**config.mk**
```make
export PLATFORM = sky130hd
export DESIGN_NAME = pmr_result_regs
export DESIGN_NICKNAME = d
export VERILOG_FILES = /design/src/design/pmr_result_regs.v /design/src/design/pmr_accum.v /design/src/design/pmr_mul.v
export VERILOG_INCLUDE_DIRS = /design/src /design/src/inc
export SDC_FILE = /design/constraint.sdc
export NUM_CORES = 1
export LEC_CHECK = 0
export ABC_CLOCK_PERIOD_IN_PS = 26300
export BUFFER_PORTS_ARGS = -buffer_cell sky130_fd_sc_hd__buf_4
export CORE_MARGIN = 2
export CORE_UTILIZATION = 35
export DETAILED_ROUTE_END_ITERATION = 8
export GPL_TIMING_DRIVEN = 0
export PLACE_DENSITY = 0.48
export SKIP_CTS_REPAIR_TIMING = 1
export SYNTH_ARGS = -nofsm -noshare
export SYNTH_HDL_FRONTEND = slang
export SYNTH_SLANG_ARGS = --single-unit
```
**constraint.sdc**
```tcl
create_clock -name clock -period 26.3 [get_ports clock]
set_input_delay 5.26 -clock clock [delete_from_list [all_inputs] [get_ports clock]]
set_output_delay 5.26 -clock clock [all_outputs]
set_load 0.02 [all_outputs]
```
**src/inc/pmr_defs.vh**
```
`ifndef PMR_DEFS_VH
`define PMR_DEFS_VH
// =====================================================
// register indices
`define PMR_IDX_SENSE 8'h01
`define PMR_IDX_RAIL 8'h02
`define PMR_IDX_POWER 8'h03
`define PMR_IDX_CURRENT 8'h04
`define PMR_IDX_CALIB 8'h05
// =====================================================
// reset values
`define PMR_RST_SENSE 16'h0000
`define PMR_RST_RAIL 16'h0000
`define PMR_RST_POWER 16'h0000
// =====================================================
// field positions and scaling
`define PMR_SIGN_BIT 15
`define PMR_SENSE_LSB_NV 2500
`define PMR_SENSE_FS_CODE 16'h7fff
`define PMR_SENSE_FS_UV 81920
`define PMR_POWER_RATIO 25
`define PMR_MUL_CYCLES 5'd18
`endif

```
**src/design/pmr_result_regs.v**
```verilog
// Functional notes
// RULE_01 - sense reading stored 16-bit two's complement
// RULE_02 - sense count 2.5 uV, 7FFF is 81.92 mV
// RULE_03 - averaging on: registers show averaged results
// RULE_04 - bus register holds latest bus reading
// RULE_05 - bus register bit 15 reads zero
// RULE_06 - power count weighs 25 current counts
// RULE_07 - power is current times bus value
// RULE_08 - power unsigned sixteen bits, never negative
// RULE_09 - indices 01h 02h 03h, sense/power reset zero
// RULE_10 - current is sense times calibration
// RULE_11 - read-only, update only when sequence completes
`include "pmr_defs.vh"
module pmr_result_regs #(
	parameter W = 16
) (
	input wire clock,
	input wire rst,
	input wire conv_sense_valid,
	input wire [W-1:0] shunt_drop_reading,
	input wire conv_rail_valid,
	input wire [W-1:0] rail_level_reading,
	input wire [W-1:0] calib_value,
	input wire [2:0] avg_select,
	input wire reg_rd,
	input wire reg_wr,
	input wire [7:0] reg_index,
	input wire [W-1:0] reg_wdata,
	output reg [W-1:0] reg_rdata,
	output reg [W-1:0] sense_drop_result,
	output reg [W-1:0] rail_level_result,
	output reg [W-1:0] power_result,
	output reg [W-1:0] current_result,
	output reg update_pulse
);
	localparam SW = W + 11;
	// =====================================================
	// averaging depth from the mode code
	reg [10:0] avg_count;
	reg [3:0] avg_shift;
	always @* begin
		case (avg_select)
		3'd0: begin
			avg_count = 11'd1;
			avg_shift = 4'd0;
		end
		3'd1: begin
			avg_count = 11'd4;
			avg_shift = 4'd2;
		end
		3'd2: begin
			avg_count = 11'd16;
			avg_shift = 4'd4;
		end
		3'd3: begin
			avg_count = 11'd64;
			avg_shift = 4'd6;
		end
		3'd4: begin
			avg_count = 11'd128;
			avg_shift = 4'd7;
		end
		3'd5: begin
			avg_count = 11'd256;
			avg_shift = 4'd8;
		end
		3'd6: begin
			avg_count = 11'd512;
			avg_shift = 4'd9;
		end
		default: begin
			avg_count = 11'd1024;
			avg_shift = 4'd10;
		end
		endcase
	end
	// =====================================================
	// restart averaging when the depth changes, so no mixed group leaks out
	reg [2:0] avg_sel_reg;
	wire avg_restart;
	assign avg_restart = (avg_sel_reg != avg_select);
	always @(posedge clock or posedge rst) begin
		if (rst)
			avg_sel_reg <= 3'd0;
		else
			avg_sel_reg <= avg_select;
	end
	// =====================================================
	// two accumulators, one per channel
	wire [SW-1:0] sense_sum;
	wire [SW-1:0] rail_sum;
	wire sense_done;
	wire rail_done;
	pmr_accum #(.W(W), .SW(SW)) u_sense_acc (
		.clock(clock),
		.rst(rst),
		.clear(avg_restart),
		.sample_valid(conv_sense_valid),
		.sample(shunt_drop_reading),
		.count_target(avg_count),
		.sum_reg(sense_sum),
		.done_reg(sense_done)
	);
	// bus reading is masked to 15 bits so the sum stays positive
	wire [W-1:0] rail_sample;
	assign rail_sample = {1'b0, rail_level_reading[W-2:0]}; // RULE_05
	pmr_accum #(.W(W), .SW(SW)) u_rail_acc (
		.clock(clock),
		.rst(rst),
		.clear(avg_restart),
		.sample_valid(conv_rail_valid),
		.sample(rail_sample),
		.count_target(avg_count),
		.sum_reg(rail_sum),
		.done_reg(rail_done)
	);
	// =====================================================
	// right shift divides the sum by the power-of-two depth: arithmetic for sense, logical for bus
	wire signed [SW-1:0] sense_avg_full;
	wire [SW-1:0] rail_avg_full;
	assign sense_avg_full = $signed(sense_sum) >>> avg_shift; // RULE_03
	assign rail_avg_full = rail_sum >> avg_shift; // RULE_03
	// =====================================================
	// result registers; writes from the host never reach them
	reg sense_upd;
	reg rail_upd;
	always @(posedge clock or posedge rst) begin
		if (rst) begin
			sense_drop_result <= `PMR_RST_SENSE; // RULE_09
			rail_level_result <= `PMR_RST_RAIL;
			sense_upd <= 1'b0;
			rail_upd <= 1'b0;
		end else begin
			sense_upd <= sense_done;
			rail_upd <= rail_done;
			if (sense_done)
				// code kept raw: 2.5 uV per count, sign in bit 15
				sense_drop_result <= sense_avg_full[W-1:0]; // RULE_01 RULE_02 RULE_11
			if (rail_done)
				rail_level_result <= {1'b0, rail_avg_full[W-2:0]}; // RULE_04 RULE_05
		end
	end
	// =====================================================
	// current = sense * calibration, sign handled by magnitude
	wire [W-1:0] sense_mag;
	wire [W-1:0] cal15;
	wire sense_neg;
	assign sense_neg = sense_drop_result[`PMR_SIGN_BIT];
	assign sense_mag = sense_neg ? (~sense_drop_result + 16'h0001) : sense_drop_result;
	assign cal15 = {1'b0, calib_value[W-2:0]};
	wire [2*W-1:0] cur_prod;
	wire cur_done;
	pmr_mul #(.W(W)) u_cur_mul (
		.clock(clock),
		.rst(rst),
		.start(sense_upd),
		.a(sense_mag),
		.b(cal15),
		.product_reg(cur_prod),
		.done_reg(cur_done)
	);
	// current magnitude truncated to 15 bits; scaling set by calibration
	wire [W-1:0] cur_mag;
	assign cur_mag = {1'b0, cur_prod[W-2:0]};
	reg cur_ready;
	reg rail_seen;
	always @(posedge clock or posedge rst) begin
		if (rst) begin
			current_result <= 16'h0000;
			cur_ready <= 1'b0;
		end else begin
			cur_ready <= cur_done;
			if (cur_done)
				current_result <= sense_neg ? (~cur_mag + 16'h0001) : cur_mag; // RULE_10
		end
	end
	// =====================================================
	// power = |current| * bus; one count weighs 25 current counts
	wire [W-1:0] cur_abs;
	assign cur_abs = current_result[W-1] ? (~current_result + 16'h0001) : current_result;
	// a fresh bus result waits only in the sense_upd cycle that starts a current update, not for the whole multiply
	wire pwr_start;
	assign pwr_start = cur_ready | (rail_seen & ~cur_ready & ~sense_upd);
	// set wins over clear: a bus update in a start cycle costs one extra product only
	always @(posedge clock or posedge rst) begin
		if (rst)
			rail_seen <= 1'b0;
		else if (rail_upd)
			rail_seen <= 1'b1;
		else if (pwr_start)
			rail_seen <= 1'b0;
	end
	wire [2*W-1:0] pwr_prod;
	wire pwr_done;
	pmr_mul #(.W(W)) u_pwr_mul (
		.clock(clock),
		.rst(rst),
		.start(pwr_start),
		.a(cur_abs),
		.b(rail_level_result),
		.product_reg(pwr_prod),
		.done_reg(pwr_done)
	);
	// divide by 25 to land on the coarser power step; saturate at full scale
	wire [2*W-1:0] pwr_scaled;
	assign pwr_scaled = pwr_prod / `PMR_POWER_RATIO; // RULE_06
	always @(posedge clock or posedge rst) begin
		if (rst) begin
			power_result <= `PMR_RST_POWER; // RULE_09
			update_pulse <= 1'b0;
		end else begin
			update_pulse <= pwr_done;
			if (pwr_done)
				power_result <= (|pwr_scaled[2*W-1:W]) ? 16'hffff
					: pwr_scaled[W-1:0]; // RULE_07 RULE_08 RULE_11
		end
	end
	// =====================================================
	// read port: registered data, unmapped reads zero, writes ignored
	always @(posedge clock or posedge rst) begin
		if (rst)
			reg_rdata <= 16'h0000;
		else if (reg_rd) begin
			case (reg_index)
			`PMR_IDX_SENSE: reg_rdata <= sense_drop_result; // RULE_09
			`PMR_IDX_RAIL: reg_rdata <= rail_level_result; // RULE_09
			`PMR_IDX_POWER: reg_rdata <= power_result; // RULE_09
			`PMR_IDX_CURRENT: reg_rdata <= current_result;
			default: reg_rdata <= 16'h0000;
			endcase
		end
	end
	// reg_wr and reg_wdata are accepted and dropped: all results read-only
	wire unused_wr;
	assign unused_wr = reg_wr & (|reg_wdata); // RULE_11
endmodule

```
**src/design/pmr_accum.v**
```verilog
`include "pmr_defs.vh"
// =====================================================
// signed running sum over a programmable sample count
module pmr_accum #(
	parameter W = 16,
	parameter SW = 27
) (
	input wire clock,
	input wire rst,
	input wire clear,
	input wire sample_valid,
	input wire [W-1:0] sample,
	input wire [10:0] count_target,
	output reg [SW-1:0] sum_reg,
	output reg done_reg
);
	reg [10:0] count_reg;
	// =====================================================
	// accumulate; done pulses on the last sample of a group
	always @(posedge clock or posedge rst) begin
		if (rst) begin
			sum_reg <= {SW{1'b0}};
			count_reg <= 11'h000;
			done_reg <= 1'b0;
		end else begin
			done_reg <= 1'b0;
			if (clear) begin
				sum_reg <= {SW{1'b0}};
				count_reg <= 11'h000;
			end else if (sample_valid) begin
				if (count_reg + 11'h001 >= count_target) begin
					done_reg <= 1'b1;
					count_reg <= 11'h000;
				end else begin
					count_reg <= count_reg + 11'h001;
				end
				sum_reg <= ((count_reg == 11'h000) ? {SW{1'b0}} : sum_reg)
					+ {{(SW-W){sample[W-1]}}, sample};
			end
		end
	end
endmodule

```
**src/design/pmr_mul.v**
```verilog
`include "pmr_defs.vh"
// =====================================================
// sequential shift-add multiplier, unsigned operands
module pmr_mul #(
	parameter W = 16
) (
	input wire clock,
	input wire rst,
	input wire start,
	input wire [W-1:0] a,
	input wire [W-1:0] b,
	output reg [2*W-1:0] product_reg,
	output reg done_reg
);
	reg [2*W-1:0] acc_reg;
	reg [2*W-1:0] mcand_reg;
	reg [W-1:0] mplier_reg;
	reg [4:0] step_reg;
	reg busy_reg;
	// =====================================================
	// one bit per cycle; small area over speed, result far faster than a conversion
	always @(posedge clock or posedge rst) begin
		if (rst) begin
			acc_reg <= {2*W{1'b0}};
			mcand_reg <= {2*W{1'b0}};
			mplier_reg <= {W{1'b0}};
			step_reg <= 5'd0;
			busy_reg <= 1'b0;
			product_reg <= {2*W{1'b0}};
			done_reg <= 1'b0;
		end else begin
			done_reg <= 1'b0;
			if (start) begin
				acc_reg <= {2*W{1'b0}};
				mcand_reg <= {{W{1'b0}}, a};
				mplier_reg <= b;
				step_reg <= 5'd0;
				busy_reg <= 1'b1;
			end else if (busy_reg) begin
				if (mplier_reg[0])
					acc_reg <= acc_reg + mcand_reg;
				mcand_reg <= {mcand_reg[2*W-2:0], 1'b0};
				mplier_reg <= {1'b0, mplier_reg[W-1:1]};
				step_reg <= step_reg + 5'd1;
				if (step_reg == W[4:0]) begin
					busy_reg <= 1'b0;
					product_reg <= acc_reg;
					done_reg <= 1'b1;
				end
			end
		end
	end
endmodule

```
==> impl_metrics.prom <==
# TYPE chip_impl_metric gauge
chip_impl_metric{name="final_net_count",unit=""} 3846
chip_impl_info{name="synth_top_cells_by_area",value="sky130_fd_sc_hd__dfrtp_1 31%, sky130_fd_sc_hd__mux2i_1 6.3%, sky130_fd_sc_hd__nor2_1 5.6%, sky130_fd_sc_hd__a21oi_1 5.2%, sky130_fd_sc_hd__ha_1 5.1%"} 1
chip_impl_metric{name="setup_viol_count_final",unit=""} 0
chip_impl_metric{name="core",unit="um2"} 80400
chip_impl_metric{name="worst_path_maximum_fanout",unit=""} 10
chip_impl_metric{name="max_transition_margin",unit=""} 0.372
chip_impl_metric{name="timing.clock.skew",unit="ns"} 0.0313
chip_impl_metric{name="cts_buffer_depth",unit=""} 3
chip_impl_info{name="endpoint_type_of_the_worst_setup_path",value="register"} 1
chip_impl_info{name="grt_setup_unrepaired",value="no"} 1
chip_impl_metric{name="crit_path_max_incr_delay",unit="ns"} 0.79
chip_impl_metric{name="cts.clk_slew.worst_paths",unit="ns"} 0.06
chip_impl_info{name="worstHoldPathType",value="reg -> reg"} 1
chip_impl_metric{name="finalHoldViolCount",unit=""} 0
chip_impl_metric{name="dr_wl_met2",unit="um"} 41400
chip_impl_metric{name="grt_first_pass_wirelength",unit="um"} 146000
chip_impl_metric{name="pin_count_of_the_biggest_net_entering_global_routing",unit=""} 126
chip_impl_info{name="synth.most_common_cell",value="sky130_fd_sc_hd__nor2_1"} 1
chip_impl_metric{name="critical_path.n_buffers_inverters",unit=""} 6
chip_impl_metric{name="multi_input_comb_area",unit="um2"} 18400
chip_impl_metric{name="placedCellCount",unit=""} 4663
chip_impl_info{name="cp_common_cell",value="sky130_fd_sc_hd__nor2_1"} 1
chip_impl_info{name="cts_tree",value="built"} 1
chip_impl_metric{name="starting_density_of_the_core",unit=""} 0.353
chip_impl_metric{name="clk_latency",unit="ns"} 0.59
chip_impl_metric{name="drv_cap",unit=""} 0
chip_impl_metric{name="synth_seq_cells",unit=""} 347
chip_impl_metric{name="synth_fp_nets",unit=""} 3663
chip_impl_metric{name="synth_cell_type_count",unit=""} 130
chip_impl_metric{name="critical_path_data_required_time",unit="ns"} 26.77
chip_impl_info{name="synth_top_flop_cell",value="sky130_fd_sc_hd__dfrtp_1"} 1
chip_impl_metric{name="antenna_left",unit=""} 0
chip_impl_metric{name="antenna_found_initial",unit=""} 3
chip_impl_metric{name="final_cell_count_no_fill",unit=""} 4739
chip_impl_metric{name="synth-edff-count",unit=""} 0
chip_impl_metric{name="chipWidth",unit="um"} 289
chip_impl_metric{name="ys.warnings.count",unit=""} 0
chip_impl_info{name="timing.critical_path.max_delay_family",value="compound AO/OA/AOI/OAI gates"} 1
chip_impl_metric{name="finalWorstPathRequiredPeriod",unit="ns"} 21.13
chip_impl_info{name="cell_type_of_the_slowest_stage_on_the_worst_timing_path",value="sky130_fd_sc_hd__nor4_1"} 1
chip_impl_metric{name="regArea",unit="um2"} 8680
chip_impl_metric{name="timing.final.ws_setup",unit="ns"} 5.17
chip_impl_metric{name="cts.sinks",unit=""} 347
chip_impl_metric{name="fp.dieArea",unit="um2"} 83300
chip_impl_metric{name="syn_avg_cell_area",unit="um2"} 8.19
chip_impl_metric{name="max_slew.worst_pin.slew",unit="ns"} 0.935
chip_impl_metric{name="post_placement_cell_area",unit="um2"} 30800
chip_impl_metric{name="dp_worst_setup_slack",unit="ns"} 5.47
chip_impl_metric{name="overall_via_count_from_detail_route",unit=""} 26000
chip_impl_metric{name="floorplan.io_pins",unit=""} 162
chip_impl_metric{name="global_route.overflow_total",unit=""} 0
chip_impl_info{name="synth.cells.most_frequent",value="422 x sky130_fd_sc_hd__nor2_1, 377 x sky130_fd_sc_hd__nand2_1, 347 x sky130_fd_sc_hd__dfrtp_1"} 1
chip_impl_metric{name="fillCellCount",unit=""} 8337
chip_impl_metric{name="rows",unit=""} 104
chip_impl_metric{name="finalInstanceArea",unit="um2"} 32200
chip_impl_info{name="post-synth-top-area-cell",value="sky130_fd_sc_hd__dfrtp_1"} 1
chip_impl_metric{name="remaining_drc_errors",unit=""} 0
chip_impl_metric{name="timing.fmax",unit="GHz"} 0.0473
chip_impl_metric{name="htree_levels",unit=""} 2
chip_impl_metric{name="wl_met1",unit="um"} 43700
chip_impl_metric{name="drt-initial-drc-count",unit=""} 1920
chip_impl_metric{name="number_of_global_route_vias_before_repair",unit=""} 25200
chip_impl_metric{name="synth.yosys.seq_area_share",unit=""} 0.306
chip_impl_metric{name="postSynthCellCount",unit=""} 3463
chip_impl_metric{name="place.port_buffers",unit=""} 137
chip_impl_metric{name="cp_data_arrival_time",unit="ns"} 21.60
chip_impl_metric{name="die_height",unit="um"} 289
chip_impl_metric{name="post_route_cells_drive_above_1_share",unit=""} 0.106
chip_impl_metric{name="detail_route.wirelength",unit="um"} 91800
chip_impl_metric{name="dp.final_hpwl",unit="um"} 70200
chip_impl_metric{name="top_area_cell_type_share_of_the_netlist_area",unit=""} 0.306
chip_impl_info{name="clk_root_buffer_cell",value="sky130_fd_sc_hd__clkbuf_16"} 1
chip_impl_metric{name="wl_per_cell",unit="um"} 19.4
chip_impl_info{name="critPathLaunchType",value="register"} 1
chip_impl_metric{name="drt-vias-per-instance",unit=""} 5.48
chip_impl_metric{name="slew_violations",unit=""} 0
chip_impl_metric{name="global_route_usage_sum",unit=""} 0.219
chip_impl_metric{name="synth_area",unit="um2"} 28400
chip_impl_metric{name="tritoncts.num_buffers",unit=""} 41
chip_impl_info{name="cp_class",value="reg -> reg"} 1
chip_impl_metric{name="gpl.final_weighted_congestion",unit=""} 0.891
chip_impl_metric{name="total_met3_wirelength_after_detailed_routing",unit="um"} 4570
chip_impl_metric{name="timing.setup.tns",unit="ns"} 0
chip_impl_info{name="max_layer_used",value="met5"} 1
chip_impl_metric{name="area_delta_synth_final",unit="%"} 13.7
chip_impl_metric{name="firstDrtPassIters",unit=""} 7
chip_impl_info{name="result_of_the_run",value="finished clean"} 1
chip_impl_metric{name="asyncSetResetFlopFracSynth",unit=""} 1.00
chip_impl_metric{name="fin_crit_sh",unit=""} 0.804
## worst paths after layout
check	start	to	slack, ns	cells past startpoint
worst max-delay path	u_pwr_mul.product_reg[4]	power_result[0]	5.17	69
max in group asynchronous	rst	u_rail_acc.sum_reg[12]	20.31	3
min in group asynchronous	rst	u_pwr_mul.acc_reg[30]	4.84	2
worst min-delay path	u_pwr_mul.done_reg	update_pulse	0.37	0
worst min register to register	u_pwr_mul.done_reg	update_pulse	0.37	0
worst max register to register	u_pwr_mul.product_reg[4]	power_result[0]	5.17	69
## stage by stage
step,hold slack (ns),util
detailed placement,0.359,0.383
global route,0.380,0.401
floorplan,0.352,-
global placement,0.354,0.382
CTS,0.370,0.401
finish,0.370,0.401
## cells in the final DEF (no fill, tap or decap), drive strengths merged, types with 53 or more instances in the layout
cell,count
nor2,424
nand2,377
dfrtp,347
a21oi,303
o21ai,222
clkbuf,204
buf,184
mux2i,181
xnor2,152
inv,142
ha,115
o21bai,68
and2,65
nand3,53
## logic make-up (layout without fill, tap and decap cells)
group | Yosys count | in the layout | share of synthesized area
simple gates | 1197 | 1197 | 0.193
compound gates | 1030 | 1030 | 0.249
flops | 347 | 347 | 0.306
buf+inv | 339 | 554 | 0.0469
mux | 226 | 226 | 0.0849
xor+xnor | 199 | 199 | 0.0643
fa+ha+maj | 124 | 124 | 0.0553
other cells | 1 | 2 | 0.000132
## cell type report
class                      count  share of cell area
sequential                   347               0.269
clock buffer                  52              0.0353
inverter                     143              0.0169
multi-input combinational   2777               0.569
buffer                       196              0.0246
clock inverter                23             0.00947
tap                         1060              0.0411
timing repair buffer         140              0.0338
antenna                        1           0.0000776
## routing by layer
metal  global-route usage  vias up
li1                     -    12900
met1                0.309    12400
met2                0.349      578
met3               0.0333      105
met4               0.0545        2
met5                    0        -
Power is not shown: default switching activity piles up to over one toggle a cycle in this logic, so the estimate is an artifact.
